<file path="config.mk">
export PLATFORM = sky130hd
export DESIGN_NAME = root_hub_descriptor_config
export DESIGN_NICKNAME = d
export VERILOG_FILES = /design/src/verilog/hub_desc_pkg.sv /design/src/verilog/power_good_timer.sv /design/src/verilog/root_hub_descriptor_config.sv /design/src/verilog/sync_two.sv
export SDC_FILE = /design/constraint.sdc
export NUM_CORES = 1
export LEC_CHECK = 0
export BUFFER_PORTS_ARGS = -buffer_cell sky130_fd_sc_hd__buf_2
export CORE_MARGIN = 3
export CORE_UTILIZATION = 41
export DETAILED_ROUTE_END_ITERATION = 12
export PLACE_DENSITY = 0.58
export SLEW_MARGIN = 20
export SYNTH_ARGS = -nofsm -noshare
export SYNTH_HDL_FRONTEND = slang
export SYNTH_SLANG_ARGS = --single-unit
</file>
<file path="constraint.sdc">
create_clock -name mclk_in -period 2.55 [get_ports mclk_in]
set_input_delay 0.1275 -clock mclk_in [delete_from_list [all_inputs] [get_ports mclk_in]]
set_output_delay 0.1275 -clock mclk_in [all_outputs]
set_load 0.005 [all_outputs]
</file>
<file path="src/verilog/hub_desc_pkg.sv">
// Package with constants and carrier types for the root hub descriptor block
// Notes on behaviour
// - Root hub registers accessed only as whole doublewords
// - Descriptor writes accepted in every controller state
// - Hub and port status writes only when operational
// - Read code 12h, write code 92h for descriptor
// - Bits 31:24 power-good delay, 2 ms units
// - Bit 12 set disables all overcurrent reporting
// - Bit 11 selects collective or per-port overcurrent
// - Overcurrent mode resets to power switching mode
// - Compound device bit always reads zero
// - Bit 9 set keeps ports always powered
// - Bit 8 selects ganged or individual switching
// - Bits 1:0 read-only port count, maximum two
// - Power mask bits 18:16 of second descriptor
package hub_desc_pkg;

  // Command codes on the shared host bus
  localparam logic [7:0] CODE_RD_FIRST      = 8'h12;
  localparam logic [7:0] CODE_WR_FIRST      = 8'h92;
  localparam logic [7:0] CODE_RD_SECOND     = 8'h13;
  localparam logic [7:0] CODE_WR_SECOND     = 8'h93;
  localparam logic [7:0] CODE_WR_HUB_STATUS = 8'h94;
  localparam logic [7:0] CODE_WR_PORT_ONE   = 8'h95;
  localparam logic [7:0] CODE_WR_PORT_TWO   = 8'h96;

  // Field positions of the first descriptor register
  localparam int DELAY_LSB       = 24;
  localparam int DELAY_MSB       = 31;
  localparam int NO_PROT_BIT     = 12;
  localparam int OC_MODE_BIT     = 11;
  localparam int COMPOUND_BIT    = 10;
  localparam int NO_SWITCH_BIT   = 9;
  localparam int SWITCH_MODE_BIT = 8;
  localparam int PORT_CNT_LSB    = 0;
  localparam int PORT_CNT_MSB    = 1;

  // Field positions of the second descriptor register
  localparam int PWR_MASK_LSB = 16;
  localparam int PWR_MASK_MSB = 18;
  localparam int DR_LSB   = 0;
  localparam int DR_MSB   = 2;

  // Implementation-specific reset values
  localparam logic [7:0] RST_DELAY       = 8'h0A;
  localparam logic       RST_NO_PROT     = 1'b0;
  localparam logic       RST_NO_SWITCH   = 1'b0;
  localparam logic       RST_SWITCH_MODE = 1'b1;
  localparam logic [1:0] RST_PORT_CNT    = 2'h2;
  localparam logic [2:0] RST_PWR_MASK    = 3'h0;
  localparam logic [2:0] RST_DR          = 3'h0;
  localparam int         NUM_PORTS       = 2;

  // Power-good time unit and its cycle count at the core clock
  localparam int PG_UNIT_US     = 2000;
  localparam int CLK_KHZ        = 20000;
  localparam int PG_UNIT_CYCLES = (PG_UNIT_US * CLK_KHZ + 999) / 1000;

  // One register command from the bus interface
  typedef struct packed {
    logic        valid;
    logic        dword;
    logic [7:0]  code;
    logic [31:0] data;
  } cmd_type;

  // Decoded power commands from hub and port status logic
  typedef struct packed {
    logic       global_set;
    logic       global_clear;
    logic [1:0] port_set;
    logic [1:0] port_clear;
  } pwr_cmd_type;

endpackage

</file>
<file path="src/verilog/power_good_timer.sv">
// Per-port power-on to power-good delay timer
`timescale 1ns/1ns
module power_good_timer #(
  parameter int UNIT_CYCLES = hub_desc_pkg::PG_UNIT_CYCLES
) (
  // Clock and reset
  input  wire logic       mclk_in,
  input  wire logic       srst_in,
  // Control
  input  wire logic       start_in,
  input  wire logic       powered_in,
  input  wire logic [7:0] delay_in,
  // Status
  output logic            ready_out
);

  logic [31:0] pre_q;
  logic [31:0] pre_d;
  logic [7:0]  count_q;
  logic [7:0]  count_d;
  logic        ready_q;
  logic        ready_d;
  logic        tick;

  // Prescaler restarts with each power-on so the first unit is whole
  always_comb begin
    pre_d   = pre_q;
    count_d = count_q;
    ready_d = ready_q;
    tick    = (pre_q == 32'(UNIT_CYCLES - 1));
    if (!powered_in) begin
      pre_d   = 32'h0;
      count_d = 8'h00;
      ready_d = 1'b0;
    end else if (start_in) begin
      pre_d   = 32'h0;
      count_d = delay_in;
      ready_d = 1'b0;
    end else if (!ready_q) begin
      pre_d = tick ? 32'h0 : pre_q + 32'h1;
      if (count_q == 8'h00) begin
        ready_d = 1'b1;
      end else if (tick) begin
        count_d = count_q - 8'h01;
      end
    end
  end

  // State registers
  always_ff @(posedge mclk_in) begin
    if (srst_in) begin
      pre_q   <= 32'h0;
      count_q <= 8'h00;
      ready_q <= 1'b0;
    end else begin
      pre_q   <= pre_d;
      count_q <= count_d;
      ready_q <= ready_d;
    end
  end

  assign ready_out = ready_q;

endmodule // power_good_timer

</file>
<file path="src/verilog/root_hub_descriptor_config.sv">
// Root hub descriptor registers, port power switching and overcurrent reporting
`timescale 1ns/1ns
module root_hub_descriptor_config #(
  parameter int UNIT_CYCLES = hub_desc_pkg::PG_UNIT_CYCLES
) (
  // Clock and reset
  input  wire logic                      mclk_in,
  input  wire logic                      srst_in,
  // Register commands from the bus interface
  input  wire hub_desc_pkg::cmd_type     cmd_in,
  input  wire logic                      operational_state_in,
  // Power commands from hub and port status logic
  input  wire hub_desc_pkg::pwr_cmd_type pwr_cmd_in,
  // Overcurrent pins, active low, asynchronous
  input  wire logic [1:0]                oc_pin_n_in,
  // Read answer
  output logic                           rd_valid_out,
  output logic [31:0]                    rd_data_out,
  output logic                           access_error_out,
  // Gated status register writes
  output logic                           status_wr_out,
  output logic [7:0]                     status_wr_code_out,
  output logic [31:0]                    status_wr_data_out,
  // Port power and power-good
  output logic [1:0]                     port_power_out,
  output logic [1:0]                     port_ready_out,
  // Overcurrent reports
  output logic                           oc_global_out,
  output logic [1:0]                     oc_port_out
);

  // Descriptor state
  logic [7:0] delay_q;
  logic [7:0] delay_d;
  logic       no_prot_q;
  logic       no_prot_d;
  logic       oc_mode_q;
  logic       oc_mode_d;
  logic       no_switch_q;
  logic       no_switch_d;
  logic       switch_mode_q;
  logic       switch_mode_d;
  logic [1:0] pwr_mask_q;
  logic [1:0] pwr_mask_d;
  logic [1:0] dr_q;
  logic [1:0] dr_d;

  // Port power state
  logic [1:0] power_q;
  logic [1:0] power_d;
  logic [1:0] power_start;

  // Output registers
  logic        rd_valid_q;
  logic        rd_valid_d;
  logic [31:0] rd_data_q;
  logic [31:0] rd_data_d;
  logic        err_q;
  logic        err_d;
  logic        stwr_q;
  logic        stwr_d;
  logic [7:0]  stcode_q;
  logic [7:0]  stcode_d;
  logic [31:0] stdata_q;
  logic [31:0] stdata_d;
  logic [1:0]  ready_q;
  logic [1:0]  ready_d;
  logic        ocg_q;
  logic        ocg_d;
  logic [1:0]  ocp_q;
  logic [1:0]  ocp_d;

  // Decode helpers
  logic       cmd_ok;
  logic       bad_width;
  logic       is_status_wr;
  logic [1:0] timer_ready;
  logic [1:0] oc_n_sync;
  logic [1:0] oc_active;

  // Assemble the first descriptor word
  function automatic logic [31:0] pack_first(input logic [7:0] pg, input logic no_prot,
                                             input logic oc_mode, input logic no_switch,
                                             input logic switch_mode);
    logic [31:0] w;
    w = 32'h0;
    w[hub_desc_pkg::DELAY_MSB:hub_desc_pkg::DELAY_LSB] = pg;
    w[hub_desc_pkg::NO_PROT_BIT] = no_prot;
    w[hub_desc_pkg::OC_MODE_BIT] = oc_mode;
    w[hub_desc_pkg::COMPOUND_BIT] = 1'b0;
    w[hub_desc_pkg::NO_SWITCH_BIT] = no_switch;
    w[hub_desc_pkg::SWITCH_MODE_BIT] = switch_mode;
    w[hub_desc_pkg::PORT_CNT_MSB:hub_desc_pkg::PORT_CNT_LSB] = hub_desc_pkg::RST_PORT_CNT;
    return w;
  endfunction

  // Assemble the second descriptor word; bit 0 of each field reads zero
  function automatic logic [31:0] pack_second(input logic [1:0] mask, input logic [1:0] rem);
    logic [31:0] w;
    w = 32'h0;
    w[hub_desc_pkg::PWR_MASK_MSB:hub_desc_pkg::PWR_MASK_LSB] = {mask, 1'b0};
    w[hub_desc_pkg::DR_MSB:hub_desc_pkg::DR_LSB] = {rem, 1'b0};
    return w;
  endfunction

  // Next power state of one port from the switching configuration
  function automatic logic next_power(input logic cur, input logic always_on,
                                      input logic per_port,
                                      input logic masked, input logic gset,
                                      input logic gclr, input logic pset,
                                      input logic pclr);
    logic n;
    n = cur;
    if (always_on) begin
      n = 1'b1;
    end else if (per_port && masked) begin
      n = pset ? 1'b1 : (pclr ? 1'b0 : cur);
    end else begin
      n = gset ? 1'b1 : (gclr ? 1'b0 : cur);
    end
    return n;
  endfunction

  // Overcurrent pins come from outside the clock domain
  sync_two #(
    .WIDTH (2)
  ) u_oc_sync (
    .mclk_in    (mclk_in),
    .srst_in    (srst_in),
    .async_in   (oc_pin_n_in),
    .rst_val_in (2'h3),
    .sync_out   (oc_n_sync)
  );

  assign oc_active = ~oc_n_sync;

  // Command qualification shared by all groups
  // whole doubleword only
  always_comb begin
    cmd_ok       = cmd_in.valid && cmd_in.dword;
    bad_width    = cmd_in.valid && !cmd_in.dword;
    is_status_wr = (cmd_in.code == hub_desc_pkg::CODE_WR_HUB_STATUS) ||
                   (cmd_in.code == hub_desc_pkg::CODE_WR_PORT_ONE) ||
                   (cmd_in.code == hub_desc_pkg::CODE_WR_PORT_TWO);
  end

  // Descriptor register next values
  always_comb begin
    delay_d       = delay_q;
    no_prot_d     = no_prot_q;
    oc_mode_d     = oc_mode_q;
    no_switch_d   = no_switch_q;
    switch_mode_d = switch_mode_q;
    pwr_mask_d    = pwr_mask_q;
    dr_d          = dr_q;
    if (cmd_ok && cmd_in.code == hub_desc_pkg::CODE_WR_FIRST) begin
      delay_d       = cmd_in.data[hub_desc_pkg::DELAY_MSB:hub_desc_pkg::DELAY_LSB];
      no_prot_d     = cmd_in.data[hub_desc_pkg::NO_PROT_BIT];
      oc_mode_d     = cmd_in.data[hub_desc_pkg::OC_MODE_BIT];
      no_switch_d   = cmd_in.data[hub_desc_pkg::NO_SWITCH_BIT];
      switch_mode_d = cmd_in.data[hub_desc_pkg::SWITCH_MODE_BIT];
    end
    if (cmd_ok && cmd_in.code == hub_desc_pkg::CODE_WR_SECOND) begin
      pwr_mask_d = cmd_in.data[hub_desc_pkg::PWR_MASK_MSB:hub_desc_pkg::PWR_MASK_LSB + 1];
      dr_d   = cmd_in.data[hub_desc_pkg::DR_MSB:hub_desc_pkg::DR_LSB + 1];
    end
  end

  // Descriptor registers
  always_ff @(posedge mclk_in) begin
    if (srst_in) begin
      delay_q       <= hub_desc_pkg::RST_DELAY;
      no_prot_q     <= hub_desc_pkg::RST_NO_PROT;
      oc_mode_q     <= hub_desc_pkg::RST_SWITCH_MODE;
      no_switch_q   <= hub_desc_pkg::RST_NO_SWITCH;
      switch_mode_q <= hub_desc_pkg::RST_SWITCH_MODE;
      pwr_mask_q    <= hub_desc_pkg::RST_PWR_MASK[2:1];
      dr_q          <= hub_desc_pkg::RST_DR[2:1];
    end else begin
      delay_q       <= delay_d;
      no_prot_q     <= no_prot_d;
      oc_mode_q     <= oc_mode_d;
      no_switch_q   <= no_switch_d;
      switch_mode_q <= switch_mode_d;
      pwr_mask_q    <= pwr_mask_d;
      dr_q          <= dr_d;
    end
  end

  // Port power next values; ganged mode treats every port as unmasked
  // mask picks command source
  always_comb begin
    for (int p = 0; p < hub_desc_pkg::NUM_PORTS; p++) begin
      power_d[p] = next_power(power_q[p], no_switch_q, switch_mode_q, pwr_mask_q[p],
                              pwr_cmd_in.global_set, pwr_cmd_in.global_clear,
                              pwr_cmd_in.port_set[p], pwr_cmd_in.port_clear[p]);
    end
    power_start = power_d & ~power_q;
  end

  // Port power registers
  always_ff @(posedge mclk_in) begin
    if (srst_in) begin
      power_q <= 2'h0;
    end else begin
      power_q <= power_d;
    end
  end

  // One delay timer per port, started on each power-on
  // wait count units
  for (genvar g = 0; g < hub_desc_pkg::NUM_PORTS; g++) begin : g_timer
    power_good_timer #(
      .UNIT_CYCLES (UNIT_CYCLES)
    ) u_timer (
      .mclk_in    (mclk_in),
      .srst_in    (srst_in),
      .start_in   (power_start[g]),
      .powered_in (power_q[g] | power_start[g]),
      .delay_in   (delay_q),
      .ready_out  (timer_ready[g])
    );
  end

  // Bus answers, status write gating and overcurrent reports
  always_comb begin
    rd_valid_d = 1'b0;
    rd_data_d  = rd_data_q;
    err_d      = bad_width;
    stwr_d     = 1'b0;
    stcode_d   = stcode_q;
    stdata_d   = stdata_q;
    if (cmd_ok && cmd_in.code == hub_desc_pkg::CODE_RD_FIRST) begin
      rd_valid_d = 1'b1;
      rd_data_d  = pack_first(delay_q, no_prot_q, oc_mode_q, no_switch_q, switch_mode_q);
    end else if (cmd_ok && cmd_in.code == hub_desc_pkg::CODE_RD_SECOND) begin
      rd_valid_d = 1'b1;
      rd_data_d  = pack_second(pwr_mask_q, dr_q);
    end
    if (cmd_ok && is_status_wr) begin
      if (operational_state_in) begin
        stwr_d   = 1'b1;
        stcode_d = cmd_in.code;
        stdata_d = cmd_in.data;
      end else begin
        err_d = 1'b1;
      end
    end
    ready_d = timer_ready & power_q;
    if (no_prot_q) begin
      ocg_d = 1'b0;
      ocp_d = 2'h0;
    end else if (oc_mode_q) begin
      ocg_d = 1'b0;
      ocp_d = oc_active;
    end else begin
      ocg_d = |oc_active;
      ocp_d = 2'h0;
    end
  end

  // Output registers
  always_ff @(posedge mclk_in) begin
    if (srst_in) begin
      rd_valid_q <= 1'b0;
      rd_data_q  <= 32'h0;
      err_q      <= 1'b0;
      stwr_q     <= 1'b0;
      stcode_q   <= 8'h00;
      stdata_q   <= 32'h0;
      ready_q    <= 2'h0;
      ocg_q      <= 1'b0;
      ocp_q      <= 2'h0;
    end else begin
      rd_valid_q <= rd_valid_d;
      rd_data_q  <= rd_data_d;
      err_q      <= err_d;
      stwr_q     <= stwr_d;
      stcode_q   <= stcode_d;
      stdata_q   <= stdata_d;
      ready_q    <= ready_d;
      ocg_q      <= ocg_d;
      ocp_q      <= ocp_d;
    end
  end

  // Every output is a flop
  assign rd_valid_out       = rd_valid_q;
  assign rd_data_out        = rd_data_q;
  assign access_error_out   = err_q;
  assign status_wr_out      = stwr_q;
  assign status_wr_code_out = stcode_q;
  assign status_wr_data_out = stdata_q;
  assign port_power_out     = power_q;
  assign port_ready_out     = ready_q;
  assign oc_global_out      = ocg_q;
  assign oc_port_out        = ocp_q;

endmodule // root_hub_descriptor_config

</file>
<file path="src/verilog/sync_two.sv">
// Two-flop synchroniser for pin levels
`timescale 1ns/1ns
module sync_two #(
  parameter int WIDTH = 2
) (
  // Clock and reset
  input  wire logic             mclk_in,
  input  wire logic             srst_in,
  // Asynchronous level and its synchronised copy
  input  wire logic [WIDTH-1:0] async_in,
  input  wire logic [WIDTH-1:0] rst_val_in,
  output logic      [WIDTH-1:0] sync_out
);

  logic [WIDTH-1:0] meta_q;
  logic [WIDTH-1:0] meta_d;
  logic [WIDTH-1:0] sync_q;
  logic [WIDTH-1:0] sync_d;

  // First stage feeds only the second stage
  always_comb begin
    meta_d = async_in;
    sync_d = meta_q;
  end

  // Reset is synchronous, so a value port may be loaded
  always_ff @(posedge mclk_in) begin
    if (srst_in) begin
      meta_q <= rst_val_in;
      sync_q <= rst_val_in;
    end else begin
      meta_q <= meta_d;
      sync_q <= sync_d;
    end
  end

  assign sync_out = sync_q;

endmodule // sync_two
</file>
* After elaboration in Yosys (flattened, before gate mapping)
Cells that the tools add are included.
** Storage, ports and cells
- Word-level logic and storage cells :: 115
- Bits of input ports :: 53
- Register bits after elaboration :: 168
- Output and inout port bits :: 82
** Operators by class
- Add/subtract/negate cells :: 4
- Mux-type cells :: 33
- Bitwise logic cells :: 10
- Equality and inequality tests :: 13
- Reductions and logical operators :: 29
** Operator list (count)
- two-way mux 32 bit :: 4
- adder 32 x 1 -> 32 bit (second input constant) :: 2
- equality test 32 x 16 -> 1 bit (second input constant) :: 2
- two-way mux 8 bit :: 8
- equality test 8 bit (second input constant) :: 5
- two-way mux 1 bit :: 21
- equality test 8 x 5 -> 1 bit (second input constant) :: 2
- zero test 8 bit :: 2
- subtractor 8 x 1 -> 8 bit (second input constant) :: 2
- OR reduction 3 bit :: 4
- OR reduction 2 bit :: 5
- logical AND 1 bit :: 9
- != test 2 bit (second input constant) :: 4
- AND reduction 3 bit :: 2
- nonzero test 2 bit :: 3
- AND 2 bit :: 2
- NOT 1 bit :: 4
- NOT 2 bit :: 2
- logical OR 1 bit :: 2
- bitwise OR 1 bit :: 2
- AND reduction 2 bit :: 1
- zero test 1 bit :: 1

* Longest topological paths before layout
Gate-level depths: netlist (run 1).
- Depth after elaboration :: 8
- Depth in mapped cells :: 8
- Gate-level depth less buffers :: 7

* Cells and area by module
Synthesis (run 1) repeated with hierarchy kept, for this count alone.
** Unflattened totals
- Cells, all modules :: 845
- Area total of the unflattened synthesis :: 7948.9 µm²
** Modules (own cells, without submodules)
- power_good_timer :: instances 2, seq. area each 820.8 µm², cells each 237, area an instance 2063.2 µm²
- root_hub_descriptor_config :: instances 1, seq. area each 1641.6 µm², cells each 363, area an instance 3697.3 µm²
- sync_two :: instances 1, seq. area each 80.1 µm², cells each 8, area an instance 125.1 µm²

* Worst setup path after synthesis (run 1)
No wires, ideal clock.
- Kind :: register to register
- From :: register g_timer[0].u_timer.pre_q[23]
- To :: register g_timer[0].u_timer.count_q[6]
- Buffers on the path :: 0
- Data required time :: 2.430 ns
- Period minus slack after synthesis :: 2.220 ns
- Data arrival time :: 2.101 ns
- Cell stages (with the launch flop) :: 6
- Setup slack :: 0.330 ns
- Library setup time :: 0.120 ns
- Path through :: dfxtp_1 > or4_1 > or4_4 > or2_4 > o211a_1 > a211o_1
** Between the ends
- Cells in the longest elaborated chain, start to end :: 3
** Ends and longest elaborated chain
- from (decl) :: line power_good_timer.sv:17 : logic [31:0] pre_q;
- from (signal assigned) :: line power_good_timer.sv:56 : pre_q <= pre_d;
- equality test 32 x 16 -> 1 bit :: line power_good_timer.sv:30 : tick = (pre_q == 32'(UNIT_CYCLES - 1));
- nonzero test 2 bit (no line)
- AND reduction 3 bit (no line)
- to (signal assigned) :: line power_good_timer.sv:57 : count_q <= count_d;
- to (decl) :: line power_good_timer.sv:19 : logic [7:0] count_q;
No other way between the ends.
A chain may end at the register's enable or synchronous reset.

* Worst setup path in the final report (run 1)
Ends and elaborated chain as after synthesis.

==> results of run 1 <==
==> synth_stat cells, drive strengths merged, types with 2 or more instances <==
library cell | number | area (um^2)
a211o | 5 | 43.8
a211oi | 2 | 15.0
a21oi | 58 | 290
a22o | 4 | 35.0
a22oi | 2 | 15.0
a31o | 2 | 17.5
a31oi | 2 | 12.5
and2 | 8 | 50.1
and3 | 7 | 43.8
and3b | 3 | 26.3
and4 | 9 | 78.8
buf | 23 | 151
clkbuf | 38 | 143
dfxtp | 168 | 3360
ha | 6 | 75.1
inv | 15 | 56.3
mux2i | 15 | 150
nand2 | 102 | 383
nand2b | 5 | 31.3
nand3 | 28 | 140
nand3b | 3 | 22.5
nand4 | 31 | 194
nand4b | 5 | 43.8
nor2 | 117 | 439
nor2b | 9 | 56.3
nor3 | 22 | 110
nor3b | 19 | 143
nor4 | 33 | 213
nor4b | 5 | 43.8
o21ai | 11 | 58.8
or2 | 7 | 46.3
or3 | 4 | 25.0
or4 | 4 | 33.8
xnor2 | 46 | 403
xor2 | 26 | 228
==> worst min path at each step <==
stage                        start  depth (start not counted)  slack, ps                  end
floorplan           oc_pin_n_in[0]                          1        230  u_oc_sync.meta_q[0]
global placement    oc_pin_n_in[1]                          2        310  u_oc_sync.meta_q[1]
detailed placement  oc_pin_n_in[0]                          2        310  u_oc_sync.meta_q[0]
CTS                  pwr_cmd_in[0]                          4          7    port_power_out[0]
global route            cmd_in[34]                          3         40     access_error_out
finish               pwr_cmd_in[0]                          4         30    port_power_out[0]
==> routing by layer <==
metal	track usage	up-vias	share of wire
li1	-	3202	-
met1	0.237	2877	0.46
met2	0.290	151	0.46
met3	0.0514	18	0.057
met4	0.0675	0	0.018
met5	0	-	0
==> through the flow <==
| step | setup slack [ps] | instance area [um^2] |
|---|---|---|
| 2_1_floorplan | 330 | 7320 |
| 3_3_place_gp | 255 | 8030 |
| 3_5_place_dp | 235 | 8030 |
| 4_1_cts | 221 | 9030 |
| 5_1_grt | 188 | 9030 |
| 6_report | 220 | 9030 |
==> area by class of cell <==
cell class                 count  share of cell area
multi-input combinational    625               0.400
clock buffer                  17              0.0471
tap                          225              0.0312
clock inverter                15              0.0193
timing repair buffer         172               0.124
inverter                      15             0.00623
sequential                   168               0.372
==> cell families (layout without fill, tap and decap cells) <==
| logic type | Yosys count | in the layout | synth area share |
|---|---|---|---|
| AOI/OAI and AO/OA | 92 | 92 | 0.0741 |
| xor gates and xnor gates | 72 | 72 | 0.0868 |
| adders and majority gates | 6 | 6 | 0.0103 |
| buffers and inverters | 76 | 219 | 0.0482 |
| DFF | 168 | 168 | 0.463 |
| muxes | 15 | 15 | 0.0207 |
| other | 1 | 16 | 0.000516 |
| and+or+nand+nor | 424 | 424 | 0.296 |
==> registers in the layout, indices dropped and copies added, names as in the netlist, 8 cells and up <==
register                 flops
status_wr_data_out          32
rd_data_out                 16
g_timer.u_timer.pre_q       64
delay_q                      8
g_timer.u_timer.count_q     16
status_wr_code_out           8
==> worst max-delay path: cells and delay by family, from the launching register on <==
family | cells | cell delay [ps]
AOI/OAI and AO/OA | 2 | 470
DFF | 1 | 360
and+or+nand+nor | 3 | 1400
==> repair_timing <==
action,in CTS,in global routing
endpoints found under the hold margin,53,0
hold buffers,40,0
resized for setup,0,0
==> power by group <==
| part | switching, mW | leakage, nW | internal [mW] | total (mW) |
|---|---|---|---|---|
| clock | 1.25 | 0.287 | 1.33 | 2.58 |
| sequential | 0.0175 | 1.36 | 2.64 | 2.66 |
| combinational | 0.132 | 1.73 | 0.124 | 0.256 |
==> layout by cell type, fill, tap and decap left out, types with 9 or more instances in the layout <==
master	Yosys	layout
nor3b_1	19	19
a21oi_1	58	58
mux2i_1	15	15
nor3_1	22	22
inv_1	15	15
xnor2_1	46	46
nand4_1	31	31
buf_2	4	118
nand3_1	28	28
nor4_1	32	32
dfxtp_1	168	168
o21ai_0	9	9
conb_1	1	16
nor2_1	117	117
and4_1	9	9
dlygate4sd3_1	0	40
nor2b_1	9	9
clkbuf_16	0	17
buf_4	16	12
nand2_1	102	102
xor2_1	26	26
==> flow_metrics.env, run 1 <==
export IMPL_die_area_um2=19300
export IMPL_critPathLaunchType="flip-flop"
export IMPL_rsz0062_at_grt="no"
export IMPL_ys_types=52
export IMPL_viasPerCell=5.05
export IMPL_grt_max_degree=58
export IMPL_num_io_pins=135
export IMPL_die_h_um=139
export IMPL_vias=6248
export IMPL_max_freq_ghz=0.429
export IMPL_yosys_warnings=0
export IMPL_postCtsSetupRepairBufs=0
export IMPL_dr_first_iter_drc_count=341
export IMPL_cts_tree="yes"
export IMPL_crit_path_end="g_timer[0].u_timer.count_q[6]"
export IMPL_syn_inst=854
export IMPL_slowest_stage="or4_4"
export IMPL_grt_pass1_wl_um=29300
export IMPL_tns_ps=0
export IMPL_setup_violations=0
export IMPL_synth_flop_cell="dfxtp_1"
export IMPL_crit_chain="or4_1 -> or4_4 -> or2_4 -> o211a_1 -> a211o_1"
export IMPL_cts_buffer_depth=2
export IMPL_seqCellArea_um2=3360
export IMPL_seq_area_frac_synth=0.463
export IMPL_hold_viol_final=0
export IMPL_initial_core_util=0.420
export IMPL_routabilityCongestion=0.783
export IMPL_r2r_end="g_timer[0].u_timer.count_q[6]"
export IMPL_synthArstFlopShare=0
export IMPL_irDropWorstVdd_uv=454
export IMPL_fin_crit_ps=2330
export IMPL_clock_skew_ps=13.8
export IMPL_slew_violations=0
export IMPL_clkSlewWorstSetupHoldPaths_ps=70
export IMPL_final_nets=1058
export IMPL_grt_usage=0.182
export IMPL_p_leak_nw=3.37
export IMPL_row_count=48
export IMPL_worstPathArrival_ps=2650
export IMPL_worstPathMaxFanout=6
export IMPL_power_density_nw_per_um2=609
export IMPL_cp_slowest_stage_delay_ps=570
export IMPL_dpl_cell_count=1165
export IMPL_crit_path_end_kind="flip-flop"
export IMPL_wl_per_cell_um=14.2
export IMPL_drt_pre_antenna_iters=6
export IMPL_outcome="completed"
export IMPL_worstMarginPinSlew_ps=618
export IMPL_r2r_cells=5
export IMPL_nFillCells=1655
export IMPL_grt_pass1_vias=5778
export IMPL_cp_startpoint="g_timer[0].u_timer.pre_q[23]"
export IMPL_synth_edf_count=0
export IMPL_antenna_found_initial=0
export IMPL_clock_root_buffer="clkbuf_16"
export IMPL_reg2reg_slack_ps=220
export IMPL_fin_crit_sh=0.914
export IMPL_core_area_um2=17300
export IMPL_port_buffers=118
export IMPL_path_class="flip-flop to flip-flop"
export IMPL_wirelength_um=17600
export IMPL_timing_rr_start="g_timer[0].u_timer.pre_q[23]"
export IMPL_num_antenna_cells=0
export IMPL_syn_area_um2=7260
export IMPL_final_cells=1237
export IMPL_overflow=0
export IMPL_whs_ps=25.1
export IMPL_synth_seq_cells=168
export IMPL_syn2layout_area_growth_pct=24.3
export IMPL_htree_num_levels=4
export IMPL_worst_ep_required_time_ps=2870
export IMPL_drc_errors=0
export IMPL_relSlewSlack=0.588
export IMPL_final_core_util=0.522
export IMPL_synth_area_per_cell_um2=8.50
export IMPL_maxCapViolations=0
export IMPL_clk_latency_ps=430
export IMPL_cts_sinks=168
export IMPL_cts_buffers=17
export IMPL_hold_class="input pin to flip-flop"
export IMPL_dp_hpwl_um=11800
export IMPL_ant_nets=0
export IMPL_drive_gt1_frac=0.176
export IMPL_multi_input_area_um2=3610
export IMPL_die_width_um=139
export IMPL_finalPower_mw=5.50
Note: power is estimated with default switching activity, not from simulation.
==> inputs of run 2 (changes only) <==
CELL_PAD_IN_SITES_DETAIL_PLACEMENT = 2   (was not set)
CELL_PAD_IN_SITES_GLOBAL_PLACEMENT = 2   (was not set)
CORE_UTILIZATION = 33   (was 41)
PLACE_DENSITY = 0.76   (was 0.58)
==> flow_metrics.env, run 2 (synthesis gave the netlist of run 1 again) <==
export IMPL_cts_tree="yes"
export IMPL_vias=6684
export IMPL_grt_pass1_wl_um=39600
export IMPL_power_density_nw_per_um2=615
export IMPL_outcome="completed"
export IMPL_drive_gt1_frac=0.180
export IMPL_htree_num_levels=4
export IMPL_cts_buffers=17
export IMPL_wirelength_um=24400
export IMPL_relSlewSlack=0.537
export IMPL_viasPerCell=5.19
export IMPL_irDropWorstVdd_uv=404
export IMPL_seqCellArea_um2=3360
export IMPL_layout_setup_ws_ps=181
export IMPL_dpl_cell_count=1219
export IMPL_finalPower_mw=5.62
export IMPL_cts_sinks=168
export IMPL_die_area_um2=23800
export IMPL_largest_register="g_timer.u_timer.pre_q"
export IMPL_hold_viol_final=0
export IMPL_clock_root_buffer="clkbuf_16"
export IMPL_rsz0062_at_grt="no"
export IMPL_dr_first_iter_drc_count=253
export IMPL_clkSlewWorstSetupHoldPaths_ps=70
export IMPL_row_count=53
export IMPL_postCtsSetupRepairBufs=0
export IMPL_clk_latency_ps=440
export IMPL_clock_skew_ps=22.8
export IMPL_overflow=0
export IMPL_largest_reg_flops=64
export IMPL_port_buffers=118
export IMPL_hold_class="input pin to flip-flop"
export IMPL_tns_ps=0
export IMPL_maxCapViolations=0
export IMPL_grt_pass1_vias=7380
export IMPL_crit_chain="or4_1 -> or4_4 -> or2_4 -> o211a_1 -> a211o_1"
export IMPL_design_area_um2=9130
export IMPL_die_width_um=154
export IMPL_slew_violations=0
export IMPL_dpl_worst_slack_ps=178
export IMPL_whs_ps=31.4
export IMPL_final_common_cell="dfxtp_1"
export IMPL_final_nets=1060
export IMPL_place_area_um2=8140
export IMPL_path_class="flip-flop to flip-flop"
export IMPL_final_core_util=0.427
export IMPL_worst_ep_required_time_ps=2870
export IMPL_max_freq_ghz=0.422
export IMPL_final_cells=1289
export IMPL_routabilityCongestion=0.801
export IMPL_setup_violations=0
export IMPL_drc_errors=0
export IMPL_die_h_um=154
export IMPL_wl_per_cell_um=18.9
export IMPL_worstMarginPinSlew_ps=688
export IMPL_crit_path_end_kind="flip-flop"
export IMPL_cts_buffer_depth=2
export IMPL_grt_usage=0.205
export IMPL_syn2layout_area_growth_pct=25.7
export IMPL_drt_pre_antenna_iters=4
export IMPL_p_leak_nw=3.40
export IMPL_fin_crit_ps=2370
export IMPL_critPathLaunchType="flip-flop"
export IMPL_worstPathArrival_ps=2690
export IMPL_dp_hpwl_um=15800
export IMPL_num_antenna_cells=0
export IMPL_grt_max_degree=51
export IMPL_ant_nets=0
export IMPL_slowest_stage="or4_4"
export IMPL_initial_core_util=0.340
export IMPL_core_area_um2=21400
export IMPL_antenna_found_initial=2
export IMPL_num_io_pins=135
export IMPL_cp_slowest_stage_delay_ps=570
export IMPL_layout_common_cells="dfxtp_1, buf_2, nor2_1, nand2_1, a21oi_1"
export IMPL_worstPathMaxFanout=6
export IMPL_multi_input_area_um2=3620
export IMPL_fin_crit_sh=0.929
export IMPL_nFillCells=2412
[run 2: cell types whose count changed in the layout (fill, tap and decap cells not counted), sizes merged]
cell,previous run,this run
dlygate4sd3,40,38
clkinv,4,5
bufinv,0,1
buf,132,136
clkinvlp,2,1
inv,24,23
[run 2: power by group]
group,switching [mW],internal (mW)
clock network,1.28,1.41
logic,0.148,0.125
registers,0.0191,2.64
total,1.44,4.17
[run 2: cell type report]
cell class                      instances  share of cell area
Multi-Input combinational cell        625               0.396
Sequential cell                       168               0.368
Timing Repair Buffer                  174               0.125
Clock buffer                           17              0.0466
Tap cell                              275              0.0377
Clock inverter                         15              0.0196
Inverter                               15             0.00617
[run 2: timing repair]
item,in CTS,in global routing
resized for setup,0,1
endpoints found under the hold margin,50,0
endpoints found under the setup margin,0,1
hold buffers,38,0
[run 2: worst paths after layout]
path / start / to / slack, ps / depth (start not counted)
hold reg to reg: u_oc_sync.sync_out[0] / oc_port_out[0] / 420 / 1
setup / recovery: g_timer[0].u_timer.pre_q[23] / g_timer[0].u_timer.count_q[6] / 180 / 5
setup reg to reg: g_timer[0].u_timer.pre_q[23] / g_timer[0].u_timer.count_q[6] / 180 / 5
hold / removal: cmd_in[34] / access_error_out / 30 / 3
[run 2: worst max-delay path: cells and delay by family, from the launching register on]
| family | cells | cell delay, ps |
|---|---|---|
| and+or+nand+nor | 3 | 1410 |
| AOI/OAI and AO/OA | 2 | 480 |
| DFF | 1 | 360 |
[run 2: layer usage]
layer,routed length [um],track usage,part of all wire,up-vias
met1,9960,0.233,0.41,3278
met3,1160,0.0523,0.048,45
met5,27,0,0.0011,-
met4,661,0.0795,0.027,4
met2,12600,0.366,0.52,147
li1,-,-,-,3210
